## src/crf_pkg.sv

```systemverilog
package crf_pkg;
  // register map over the bus (byte addresses)
  localparam logic [7:0] ADDR_ACC = 8'h00;
  localparam logic [7:0] ADDR_XREG = 8'h04;
  localparam logic [7:0] ADDR_YREG = 8'h08;
  localparam logic [7:0] ADDR_STACK_POINTER = 8'h0C;
  localparam logic [7:0] ADDR_PROGRAM_COUNTER = 8'h10;
  localparam logic [7:0] ADDR_PROCESSOR_STATUS_WORD = 8'h14;
  localparam logic [7:0] ADDR_CMD = 8'h18;
  localparam logic [7:0] ADDR_OPERAND = 8'h1C;
  localparam logic [7:0] ADDR_EFF_ADDR = 8'h20;
  localparam logic [7:0] ADDR_STATUS = 8'h24;
  localparam logic [7:0] ADDR_VEC_DATA = 8'h28;
  // status word bit positions
  localparam int PSW_N = 7;
  localparam int PSW_V = 6;
  localparam int PSW_G = 5;
  localparam int PSW_B = 4;
  localparam int PSW_H = 3;
  localparam int PSW_I = 2;
  localparam int PSW_Z = 1;
  localparam int PSW_C = 0;
  localparam logic [7:0] PSW_RESET = 8'h00;
  localparam logic [15:0] RESET_VECTOR = 16'hFFFE;
  localparam logic [15:0] INT0_VECTOR = 16'hFFFC;
  localparam logic [15:0] INT1_VECTOR = 16'hFFFA;
  localparam logic [15:0] TCALL15_VECTOR = 16'hFFC0;
  localparam logic [15:0] PAGE_CALL_INSTRUCTION_BASE = 16'hFF00;
  localparam logic [7:0] STACK_PAGE = 8'h01;
  localparam logic [7:0] STACK_LOW_LIMIT = 8'hC0;
  localparam logic [15:0] PROG_SIZE = 16'h1000;
  localparam logic [8:0] DATA_SIZE = 9'h100;
  localparam logic [2:0] PAGE_CALL_INSTRUCTION_LEN = 3'h2;
  localparam logic [2:0] CALL_LEN = 3'h3;
  typedef enum logic [4:0] {
    CMD_NOP, CMD_ADD, CMD_SUB, CMD_LOAD_A, CMD_SHL, CMD_ROR,
    CMD_BIT_TEST, CMD_EI, CMD_DI, CMD_OVERFLOW_CLEAR_INSTRUCTION, CMD_SET_PAGE_INSTRUCTION, CMD_CLEAR_PAGE_INSTRUCTION,
    CMD_INCX, CMD_DECX, CMD_INCY, CMD_DECY, CMD_CMPX, CMD_TAX,
    CMD_TXA, CMD_CALL, CMD_PAGE_CALL_INSTRUCTION, CMD_TABLE_CALL_INSTRUCTION, CMD_BRK, CMD_IRQ0,
    CMD_IRQ1, CMD_RET, CMD_INTERRUPT_RETURN_INSTRUCTION, CMD_STEP, CMD_MOVW_YA
  } crf_cmd_t;
  typedef enum logic [1:0] {IDX_NONE, IDX_X, IDX_Y, IDX_DIRECT} crf_idx_t;
endpackage

```

## src/crf_alu_if.sv

```systemverilog
`timescale 1ns/10ps
interface crf_alu_if;
  logic [7:0] a;
  logic [7:0] b;
  logic sub;
  logic [7:0] res;
  logic carry;
  logic half;
  logic ovf;
  modport core (output a, output b, output sub, input res, input carry, input half, input ovf);
  modport alu (input a, input b, input sub, output res, output carry, output half, output ovf);
endinterface

```

## src/crf_alu.sv

```systemverilog
`timescale 1ns/10ps
module crf_alu
  import crf_pkg::*;
(
  crf_alu_if.alu bus
);
  logic [8:0] sum;
  logic [4:0] lo;
  logic [7:0] bb;
  always_comb begin
    bb = bus.sub ? ~bus.b : bus.b;
    sum = {1'b0, bus.a} + {1'b0, bb} + {8'h00, bus.sub};
    lo = {1'b0, bus.a[3:0]} + {1'b0, bb[3:0]} + {4'h0, bus.sub};
  end
  assign bus.res = sum[7:0];
  // carry out for add, no-borrow for subtract
  assign bus.carry = sum[8];
  assign bus.half = lo[4];
  assign bus.ovf = (bus.a[7] == bb[7]) && (sum[7] != bus.a[7]);
endmodule // crf_alu

```

## src/crf_core.sv

```systemverilog
// Design decisions made here: the register addresses and the AHB-Lite interface to the registers.
`timescale 1ns/10ps
module crf_core
  import crf_pkg::*;
(
  input wire logic REF_CLK,
  input wire logic NRST,
  input wire logic CLK_EN,
  input wire logic HSEL,
  input wire logic [31:0] HADDR,
  input wire logic [1:0] HTRANS,
  input wire logic HWRITE,
  input wire logic [2:0] HSIZE,
  input wire logic [31:0] HWDATA,
  input wire logic HREADY,
  output logic [31:0] HRDATA,
  output logic HREADYOUT,
  output logic HRESP,
  output logic [15:0] PROG_ADDR,
  output logic [8:0] DATA_ADDR
);
  logic [7:0] acc;
  logic [7:0] xreg;
  logic [7:0] yreg;
  logic [7:0] stack_pointer;
  logic [7:0] program_counter_high;
  logic [7:0] program_counter_low;
  logic [7:0] processor_status_word;
  logic [7:0] operand;
  logic [8:0] eff_addr;
  logic [7:0] vec_data;
  logic [7:0] stack_mem [0:7];
  logic [3:0] sp_depth;
  logic ph_valid;
  logic ph_write;
  logic [7:0] ph_addr;
  logic vec_pending;
  logic wr_cmd;
  crf_cmd_t cmd;
  crf_idx_t idx_mode;
  logic [15:0] program_counter;
  logic [15:0] next_pc;
  logic [7:0] next_sp;
  logic [7:0] result;
  logic fire;
  crf_alu_if alu_bus ();

  crf_alu u_alu (
    .bus(alu_bus)
  );

  function automatic logic [7:0] wsel(input logic [7:0] a);
    return a & 8'hFC;
  endfunction

  assign program_counter = {program_counter_high, program_counter_low};
  assign alu_bus.a = (cmd == CMD_CMPX) ? xreg : acc;
  assign alu_bus.b = operand;
  assign alu_bus.sub = (cmd == CMD_SUB) || (cmd == CMD_CMPX);

  // ahb-lite slave, zero wait states
  always_ff @(posedge REF_CLK or negedge NRST) begin
    if (!NRST) begin
      ph_valid <= 1'b0;
      ph_write <= 1'b0;
      ph_addr <= 8'h00;
    end else if (CLK_EN && HREADY) begin
      ph_valid <= HSEL && HTRANS[1];
      ph_write <= HWRITE;
      ph_addr <= wsel(HADDR[7:0]);
    end
  end
  assign HREADYOUT = 1'b1;
  assign HRESP = 1'b0;
  assign wr_cmd = CLK_EN && ph_valid && ph_write && (ph_addr == ADDR_CMD);
  assign fire = wr_cmd;
  assign cmd = crf_cmd_t'(HWDATA[4:0]);
  assign idx_mode = crf_idx_t'(HWDATA[9:8]);

  always_comb begin
    unique case (ph_addr)
      ADDR_ACC: HRDATA = {24'h0, acc};
      ADDR_XREG: HRDATA = {24'h0, xreg};
      ADDR_YREG: HRDATA = {16'h0, yreg, acc};
      ADDR_STACK_POINTER: HRDATA = {24'h0, stack_pointer};
      ADDR_PROGRAM_COUNTER: HRDATA = {16'h0, program_counter};
      ADDR_PROCESSOR_STATUS_WORD: HRDATA = {24'h0, processor_status_word};
      ADDR_OPERAND: HRDATA = {24'h0, operand};
      ADDR_EFF_ADDR: HRDATA = {23'h0, eff_addr};
      ADDR_STATUS: HRDATA = {27'h0, sp_depth, vec_pending};
      ADDR_VEC_DATA: HRDATA = {24'h0, vec_data};
      default: HRDATA = 32'h0;
    endcase
  end

  // program counter next value; 16-bit add wraps past FFFF
  always_comb begin
    next_pc = program_counter + 16'h0001;
    unique case (cmd)
      CMD_CALL: next_pc = program_counter + {13'h0, CALL_LEN};
      CMD_PAGE_CALL_INSTRUCTION: next_pc = PAGE_CALL_INSTRUCTION_BASE | {8'h00, operand};
      CMD_TABLE_CALL_INSTRUCTION: next_pc = TCALL15_VECTOR + {11'h0, ~operand[3:0], 1'b0};
      CMD_BRK: next_pc = TCALL15_VECTOR;
      CMD_IRQ0: next_pc = processor_status_word[PSW_I] ? INT0_VECTOR : program_counter + 16'h0001;
      CMD_IRQ1: next_pc = processor_status_word[PSW_I] ? INT1_VECTOR : program_counter + 16'h0001;
      default: next_pc = program_counter + 16'h0001;
    endcase
  end

  // stack pointer: save then decrement, increment then restore
  always_comb begin
    next_sp = stack_pointer;
    unique case (cmd)
      CMD_CALL, CMD_PAGE_CALL_INSTRUCTION, CMD_TABLE_CALL_INSTRUCTION: next_sp = stack_pointer - 8'h02;
      CMD_BRK: next_sp = stack_pointer - 8'h03;
      // a masked request is not served, so nothing is saved
      CMD_IRQ0, CMD_IRQ1: next_sp = processor_status_word[PSW_I] ? stack_pointer - 8'h03 : stack_pointer;
      CMD_RET: next_sp = stack_pointer + 8'h02;
      CMD_INTERRUPT_RETURN_INSTRUCTION: next_sp = stack_pointer + 8'h03;
      default: next_sp = stack_pointer;
    endcase
  end

  // stack pointer is never reset; software loads it
  always_ff @(posedge REF_CLK) begin
    if (CLK_EN) begin
      if (ph_valid && ph_write && ph_addr == ADDR_STACK_POINTER) begin
        stack_pointer <= HWDATA[7:0];
      end else if (fire) begin
        stack_pointer <= next_sp;
      end
    end
  end

  // small shadow of saved words, indexed by stack pointer low bits
  always_ff @(posedge REF_CLK) begin
    if (fire && (cmd == CMD_BRK || ((cmd == CMD_IRQ0 || cmd == CMD_IRQ1) && processor_status_word[PSW_I]))) begin
      stack_mem[stack_pointer[2:0]] <= processor_status_word;
    end
  end

  always_ff @(posedge REF_CLK or negedge NRST) begin
    if (!NRST) begin
      sp_depth <= 4'h0;
    end else if (fire) begin
      if (next_sp < stack_pointer) begin
        sp_depth <= sp_depth + 4'h1;
      end else if (next_sp > stack_pointer && sp_depth != 4'h0) begin
        sp_depth <= sp_depth - 4'h1;
      end
    end
  end

  // reset vector fetch: commands do not advance the counter from FFFE until vector data is written
  always_ff @(posedge REF_CLK or negedge NRST) begin
    if (!NRST) begin
      program_counter_high <= RESET_VECTOR[15:8];
      program_counter_low <= RESET_VECTOR[7:0];
      vec_pending <= 1'b1;
      vec_data <= 8'h00;
    end else if (CLK_EN) begin
      if (ph_valid && ph_write && ph_addr == ADDR_VEC_DATA) begin
        vec_data <= HWDATA[7:0];
        if (vec_pending) begin
          program_counter_high <= HWDATA[15:8];
          program_counter_low <= HWDATA[7:0];
          vec_pending <= 1'b0;
        end
      end else if (ph_valid && ph_write && ph_addr == ADDR_PROGRAM_COUNTER) begin
        program_counter_high <= HWDATA[15:8];
        program_counter_low <= HWDATA[7:0];
      end else if (fire && !vec_pending) begin
        program_counter_high <= next_pc[15:8];
        program_counter_low <= next_pc[7:0];
      end
    end
  end

  always_comb begin
    result = acc;
    unique case (cmd)
      CMD_ADD, CMD_SUB: result = alu_bus.res;
      CMD_LOAD_A: result = operand;
      CMD_SHL: result = {acc[6:0], 1'b0};
      CMD_ROR: result = {processor_status_word[PSW_C], acc[7:1]};
      CMD_TXA: result = xreg;
      default: result = acc;
    endcase
  end

  always_ff @(posedge REF_CLK or negedge NRST) begin
    if (!NRST) begin
      acc <= 8'h00;
      yreg <= 8'h00;
    end else if (CLK_EN) begin
      if (ph_valid && ph_write && ph_addr == ADDR_ACC) begin
        acc <= HWDATA[7:0];
      end else if (ph_valid && ph_write && ph_addr == ADDR_YREG) begin
        yreg <= HWDATA[15:8];
        acc <= HWDATA[7:0];
      end else if (fire) begin
        acc <= result;
        if (cmd == CMD_INCY) yreg <= yreg + 8'h01;
        if (cmd == CMD_DECY) yreg <= yreg - 8'h01;
        if (cmd == CMD_MOVW_YA) yreg <= operand;
      end
    end
  end

  always_ff @(posedge REF_CLK or negedge NRST) begin
    if (!NRST) begin
      xreg <= 8'h00;
      operand <= 8'h00;
    end else if (CLK_EN) begin
      if (ph_valid && ph_write && ph_addr == ADDR_XREG) begin
        xreg <= HWDATA[7:0];
      end else if (ph_valid && ph_write && ph_addr == ADDR_OPERAND) begin
        operand <= HWDATA[7:0];
      end else if (fire) begin
        unique case (cmd)
          CMD_INCX: xreg <= xreg + 8'h01;
          CMD_DECX: xreg <= xreg - 8'h01;
          CMD_TAX: xreg <= acc;
          default: xreg <= xreg;
        endcase
      end
    end
  end

  // effective data address for the instruction's memory operand
  always_ff @(posedge REF_CLK or negedge NRST) begin
    if (!NRST) begin
      eff_addr <= 9'h000;
    end else if (fire) begin
      unique case (idx_mode)
        IDX_X: eff_addr <= {processor_status_word[PSW_G], operand + xreg};
        IDX_Y: eff_addr <= {processor_status_word[PSW_G], operand + yreg};
        IDX_DIRECT: eff_addr <= {processor_status_word[PSW_G], operand};
        IDX_NONE: eff_addr <= {STACK_PAGE[0], stack_pointer};
      endcase
    end
  end
  assign PROG_ADDR = program_counter & (PROG_SIZE - 16'h0001);
  assign DATA_ADDR = eff_addr;

  // status word flags
  always_ff @(posedge REF_CLK or negedge NRST) begin
    if (!NRST) begin
      processor_status_word <= PSW_RESET;
    end else if (CLK_EN) begin
      if (ph_valid && ph_write && ph_addr == ADDR_PROCESSOR_STATUS_WORD) begin
        processor_status_word <= HWDATA[7:0];
      end else if (fire) begin
        unique case (cmd)
          CMD_ADD, CMD_SUB: begin
            processor_status_word[PSW_C] <= alu_bus.carry;
            processor_status_word[PSW_V] <= processor_status_word[PSW_V] | alu_bus.ovf;
            processor_status_word[PSW_H] <= processor_status_word[PSW_H] | alu_bus.half;
            processor_status_word[PSW_Z] <= (alu_bus.res == 8'h00);
            processor_status_word[PSW_N] <= alu_bus.res[7];
          end
          CMD_CMPX: begin
            processor_status_word[PSW_C] <= alu_bus.carry;
            processor_status_word[PSW_Z] <= (alu_bus.res == 8'h00);
            processor_status_word[PSW_N] <= alu_bus.res[7];
          end
          CMD_LOAD_A, CMD_TXA: begin
            processor_status_word[PSW_Z] <= (result == 8'h00);
            processor_status_word[PSW_N] <= result[7];
          end
          CMD_SHL, CMD_ROR: begin
            processor_status_word[PSW_C] <= (cmd == CMD_SHL) ? acc[7] : acc[0];
            processor_status_word[PSW_Z] <= (result == 8'h00);
            processor_status_word[PSW_N] <= result[7];
          end
          CMD_BIT_TEST: begin
            processor_status_word[PSW_N] <= operand[7];
            processor_status_word[PSW_V] <= operand[6];
            processor_status_word[PSW_Z] <= ((acc & operand) == 8'h00);
          end
          CMD_EI: processor_status_word[PSW_I] <= 1'b1;
          CMD_DI: processor_status_word[PSW_I] <= 1'b0;
          CMD_OVERFLOW_CLEAR_INSTRUCTION: begin
            processor_status_word[PSW_V] <= 1'b0;
            processor_status_word[PSW_H] <= 1'b0;
          end
          CMD_SET_PAGE_INSTRUCTION: processor_status_word[PSW_G] <= 1'b1;
          CMD_CLEAR_PAGE_INSTRUCTION: processor_status_word[PSW_G] <= 1'b0;
          CMD_BRK: processor_status_word[PSW_B] <= 1'b1;
          CMD_IRQ0, CMD_IRQ1: begin
            // masked requests are not served
            if (processor_status_word[PSW_I]) processor_status_word[PSW_I] <= 1'b0;
          end
          CMD_INTERRUPT_RETURN_INSTRUCTION: processor_status_word <= stack_mem[next_sp[2:0]];
          default: processor_status_word <= processor_status_word;
        endcase
      end
    end
  end
endmodule // crf_core

```

## config.mk

```make
export PLATFORM = sky130hd
export DESIGN_NAME = crf_core
export DESIGN_NICKNAME = d
export VERILOG_FILES = /design/src/crf_pkg.sv /design/src/crf_alu_if.sv /design/src/crf_alu.sv /design/src/crf_core.sv
export SDC_FILE = /design/constraint.sdc
export NUM_CORES = 1
export LEC_CHECK = 0
export BUFFER_PORTS_ARGS = -buffer_cell sky130_fd_sc_hd__buf_2
export CAP_MARGIN = 20
export CORE_MARGIN = 1
export CORE_UTILIZATION = 45
export DETAILED_ROUTE_END_ITERATION = 12
export PLACE_DENSITY = 0.71
export SLEW_MARGIN = 10
export SYNTH_ARGS = -nofsm -noshare
export SYNTH_HDL_FRONTEND = slang
export SYNTH_SLANG_ARGS = --single-unit
export TNS_END_PERCENT = 50
```

## constraint.sdc

```tcl
create_clock -name REF_CLK -period 6.1 [get_ports REF_CLK]
set_input_delay 1.22 -clock REF_CLK [delete_from_list [all_inputs] [get_ports REF_CLK]]
set_output_delay 1.22 -clock REF_CLK [all_outputs]
set_load 0.005 [all_outputs]
```

Word level (Yosys, flattened, before mapping):

Memories as Yosys holds them, arrays and structs flattened.
Cells that the tools add are included.

* output and inout bits: 59
* register bits after elaboration: 94
* bits of input ports: 75
* memories kept: 1
* word-level logic and storage cells: 208
* bits in writable memories: 64

Memories
* stack_mem: words 8, width 8, read ports 1, clocked after memory_dff 0, write ports 1, RTL line crf_core.sv:32 `logic [7:0] stack_mem [0:7];`

* bitwise gates (word level): 7
* mux-type cells: 47
* reduce and logical (&&, ||, !) cells: 67
* equality and inequality tests: 44
* add/sub/neg operators: 19
* magnitude comparators: 2

Operator list (count)
* 2-to-1 mux 8 bit: 26
* case mux 16 bit (10 select lines): 1
* case mux 16 bit (6 select lines): 1
* case mux 8 bit (5 select lines): 2
* == test 5 bit (second input constant): 12
* == test 5 x 4 -> 1 bit (second input constant): 8
* case mux 9 bit (4 select lines): 1
* zero test 8 bit: 4
* 2-to-1 mux 16 bit: 2
* nonzero test 4 bit: 7
* AND reduction 3 bit: 9
* == test 6 x 3 -> 1 bit (second input constant): 4
* case mux 8 bit (3 select lines): 1
* == test 5 x 3 -> 1 bit (second input constant): 4
* logical AND 1 bit: 19
* == test 6 x 4 -> 1 bit (second input constant): 3
* adder 16 x 1 -> 16 bit (second input constant): 1
* adder 16 x 2 -> 16 bit (second input constant): 1
* adder 8 x 1 -> 8 bit (second input constant): 2
* adder 8 x 2 -> 8 bit (second input constant): 2
* adder 8 bit: 2
* subtractor 8 x 1 -> 8 bit (second input constant): 2
* subtractor 8 x 2 -> 8 bit (second input constant): 2
* == test 6 x 2 -> 1 bit (second input constant): 2
* 38 further kinds: 68

Logic depth before layout (Yosys ltp):

* depth in word-level cells: 11
* mapped depth: 22
* mapped depth without buffers: 20

Hierarchy:

Synthesis repeated with hierarchy kept, for this count alone.

* cell total of the unflattened synthesis: 1283
* area total of the unflattened synthesis: 11765.0 um^2

Modules (own cells, without submodules)
* crf_core: cells each 1223, seq. area each 4334.2 um^2, area an instance 11288.3 um^2, times used 1
* crf_alu: cells each 60, seq. area each 0.0 um^2, area an instance 476.7 um^2, times used 1

Worst setup path after synthesis:

Ideal clock, no wire load.

* kind: input to register
* start point: in HWDATA[1]
* end point: reg sp_depth[3]
* arrival time: 4.999 ns
* cell stages on the path: 20
* data required time: 5.977 ns
* setup time: 0.123 ns
* slack: 0.979 ns
* path buffers: 1
* path through: buf_4 -> nor2_1 -> nand4_1 -> ha_1 -> nor2b_1 -> o21ai_0 -> a21oi_1 -> o21ai_0 -> nand3_1 -> a31oi_1 -> xnor2_1 -> ha_1 -> nand4_1 -> o21ai_0 -> ha_1 -> a21o_1 -> a21oi_1 -> xnor2_1 -> nand2_1 -> xnor2_1

* word-level cells in the longest chain between the ends: 7
* elaborated cells on any way between the ends: 17
* classes of those cells: order compare: 2; eq/ne: 8; mux: 2; reduce/logical: 5

RTL lines
* from (decl): RTL line crf_core.sv:14 `input wire logic [31:0] HWDATA,`
* == test 5 bit: RTL line crf_core.sv:113 `unique case (cmd)`
* OR reduction 3 bit or OR reduction 2 bit (tied branches): RTL line crf_core.sv:113
* case mux 8 bit (5 select lines) *: RTL line crf_core.sv:113
* > comparator 8 bit: RTL line crf_core.sv:148 `end else if (next_sp > stack_pointer && sp_depth != 4'h0) begin`
* logical AND 1 bit: RTL line crf_core.sv:148
* nonzero test 2 bit (no line)
* AND reduction 2 bit (no line)
* to (signal assigned): RTL line crf_core.sv:147 `sp_depth <= sp_depth + 4'h1;`
* to (signal assigned): RTL line crf_core.sv:149 `sp_depth <= sp_depth - 4'h1;`
* to (decl): RTL line crf_core.sv:33 `logic [3:0] sp_depth;`

Every way passes the cells marked *; elsewhere a longest branch is shown, timed or not.
A chain may end at the register's enable or synchronous reset.

Worst setup path after layout:

Ends and elaborated chain as after synthesis.

==> results_dict.tcl <==
set metrics [dict create \
    clk_latency_ns 0.45 \
    drtIter0Drc 1246 \
    hp-class "flop to flop" \
    synth.area.mux_share_pct 9.36 \
    synth_area_leaders "edfxtp_1 18%, dfrtp_1 15%, ha_1 5.1%, mux2_2 4.5%, o21ai_0 4.2%" \
    maxSlewHeadroom_pct 27.5 \
    synth_edf_count 72 \
    routed_via_density 6.38 \
    hold_viol 0 \
    cts_hold_buf 0 \
    setup_tns_ns 0 \
    post-route-period-util_pct 84.8 \
    whs_ns 0.513 \
    synthCells 1294 \
    skew_ns 0.0176 \
    critical_path.max_stage_delay_ns 0.56 \
    wl_per_cell_microns 22.4 \
    yosysSeqAreaShare_pct 36.6 \
    syn_area_sq_um 11800 \
    synth_xor_area_share_pct 3.54 \
    yosys_warnings 0 \
    synthTopCellsByCount "123 x nand2_1, 100 x o21ai_0, 93 x nor2_1" \
    synth_top_area_share_pct 18.3 \
    diodes 0 \
    r2r_cells 18 \
    hold_end "program_counter_high[5]" \
    status "completed" \
    post-route-min-period_ns 5.17 \
    synth.most_common_cell "nand2_1" \
    grt_pass1_wl_microns 57000 \
    grt_overflow 0 \
    start_kind "input pin" \
    grt_max_degree 68 \
    maxCapViolCount 0 \
    rsz0062_at_grt "false" \
    drv_slew 0 \
    cts_buffers 17 \
    place.gp.congestion 0.986 \
    cts_max_level 4 \
    firstDrtPassIters 9 \
    drive_gt1_share_pct 16.5 \
    start_util_pct 45.7 \
    fp.dieH_microns 164 \
    portBuffers 65 \
    cts.sinks 158 \
    antenna_found_initial 1 \
    grtUsageTotal_pct 28.2 \
    crit_start "HWDATA[1]" \
    path_cells "buf_2 -> nor2_1 -> nand4_1 -> buf_4 -> ha_1 -> nor2b_1 -> o21ai_0 -> a21oi_1 -> o21ai_0 -> nand3_1 -> a31oi_1 -> xnor2_1 -> ha_1 -> nand4_1 -> o21ai_0 -> ha_1 -> a21o_1 -> a21oi_1 -> xnor2_1 -> nand2_1 -> xnor2_1" \
    cts_setup_buffers 0 \
    crit_path_top_delay_cell "o21ai_0" \
    peakVddDrop_v 0.000180 \
    ys_async_sr_fraction_pct 54.4 \
    areaGrowthSynthToFinish_pct 8.63 \
    setup_viol 0 \
    path_class "input pin to flop" \
    crit_path_end_kind "flop" \
    synth_top_family_by_area "compound AO/OA/AOI/OAI gates" \
    coreArea_sq_um 25900 \
    vias 10600 \
    synth-main-ff-cell "edfxtp_1" \
    ioPinCount 134 \
    dp_hpwl_microns 26200 \
    r2r_end "sp_depth[3]" \
    clock_path_buffers 2 \
    ff2ff_setup_slack_ns 1.38 \
    synth_largest_area_cell "edfxtp_1" \
    synthAdderAreaFrac_pct 6.25 \
    min_from "program_counter_high[5]" \
    fin_nets 1435 \
    path_max_fanout 9 \
    whs_path_depth 2 \
    cts_tree "done" \
    postRouteAntennaNets 0 \
    worst_pin_slew_ns 1.08 \
    synth_cell_types 92 \
    die_x_microns 164 \
    largest_reg_flops 64 \
    ctsResizeCount 0 \
    critPathBufInv 2 \
    p_per_area_nw_per_um2 211 \
    wirelength_microns 37000 \
    worstReg2RegStart "stack_pointer[1]" \
    ys_ff_latch 158 \
    synth-simple-area-share_pct 15.4 \
    die-area_sq_um 27000 \
    p_leak_nw 5.39 \
    path_clk_slew_ns 0.07 \
    critPathTopFamily "compound AO/OA/AOI/OAI gates" \
    syn_avg_cell_area_sq_um 9.15 \
    clockRootBuffer "clkbuf_16" \
    fmax_ghz 0.193 \
    synth_compound_area_share_pct 22.3 \
    fill_cells 2430 \
    critical_path_required_ns 6.43 \
    placement_rows 59 \
    drc 0 \
    grt_pass1_vias 9712 \
    arrival_ns 5.51 \
]
[layout by cell type, fill, tap and decap left out, drive strengths merged, types with 19 or more instances in the layout]
cell,instances
nor2,94
mux2i,35
mux2,47
xnor2,29
conb,22
edfxtp,72
nand3,35
a21oi,89
nor3,29
a22oi,30
a21o,23
o21ai,107
o22ai,19
nand2,126
inv,53
ha,48
buf,88
dfrtp,70
[routing by layer]
| metal | part of all wire [%] | global-route usage, % | wire length (microns) | up-vias |
|---|---|---|---|---|
| li1 | - | - | - | 4759 |
| met3 | 8.5 | 4.42 | 3150 | 91 |
| met2 | 46 | 45.0 | 16900 | 604 |
| met1 | 42 | 38.3 | 15600 | 5098 |
| met5 | 0 | 0 | 0 | - |
| met4 | 3.5 | 10.4 | 1290 | 0 |
[per-stage QoR]
step	cells	utilization (%)	setup slack (ns)	power, mW	instance area, sq um
after floorplan	1314	-	0.979	1.49	11900
after global placement	1619	47.2	0.505	1.60	12200
after detailed placement	1621	47.3	0.499	1.61	12200
after CTS	1653	49.6	0.952	2.72	12900
after global routing	1654	49.7	0.533	2.81	12900
final	1654	49.7	0.927	2.72	12900
[power breakdown]
part           switching (mW)  total, mW  internal [mW]
logic                   0.242      0.390          0.148
clock network           0.526       1.12          0.592
registers              0.0633       1.21           1.15
total                   0.831       2.72           1.89
[worst register-to-register path: stages, from the launching register on]
cell	delay, ns
edfxtp_1	0.72
inv_1	0.28
fa_1	0.52
nor2b_1	0.12
o21ai_0	0.11
a21oi_1	0.19
o21ai_0	0.13
a21o_1	0.20
a31oi_1	0.22
xnor2_1	0.12
ha_1	0.30
nand4_1	0.09
o21ai_0	0.56
ha_1	0.35
a21o_1	0.17
a21oi_1	0.17
xnor2_1	0.14
nand2_1	0.08
xnor2_1	0.14
[how the worst max path moves through the flow]
stage                              to  slack (ns)  cells past startpoint
after floorplan           sp_depth[3]        0.98                     20
after global placement    sp_depth[3]        0.51                     21
after detailed placement  sp_depth[3]        0.50                     21
after CTS                 sp_depth[3]        0.95                     21
after global routing      sp_depth[3]        0.53                     21
final                     sp_depth[3]        0.93                     21
[kinds of logic after synthesis]
family                     Yosys count
AOI/OAI and AO/OA                  404
and+or+nand+nor                    375
buffers and inverters              160
DFF                                158
muxes                               92
adders and majority gates           56
xor gates and xnor gates            47
other                                2
[final cells by class]
class	count	area, sq um	area share [%]
clock inverters	15	188	1.46
clock buffers	17	425	3.31
inverters	44	168	1.30
multi-input cells	996	6830	53.0
repair buffers	89	508	3.95
well taps	335	419	3.26
flip-flops and latches	158	4330	33.7
Power figures use the tool's default switching activity.
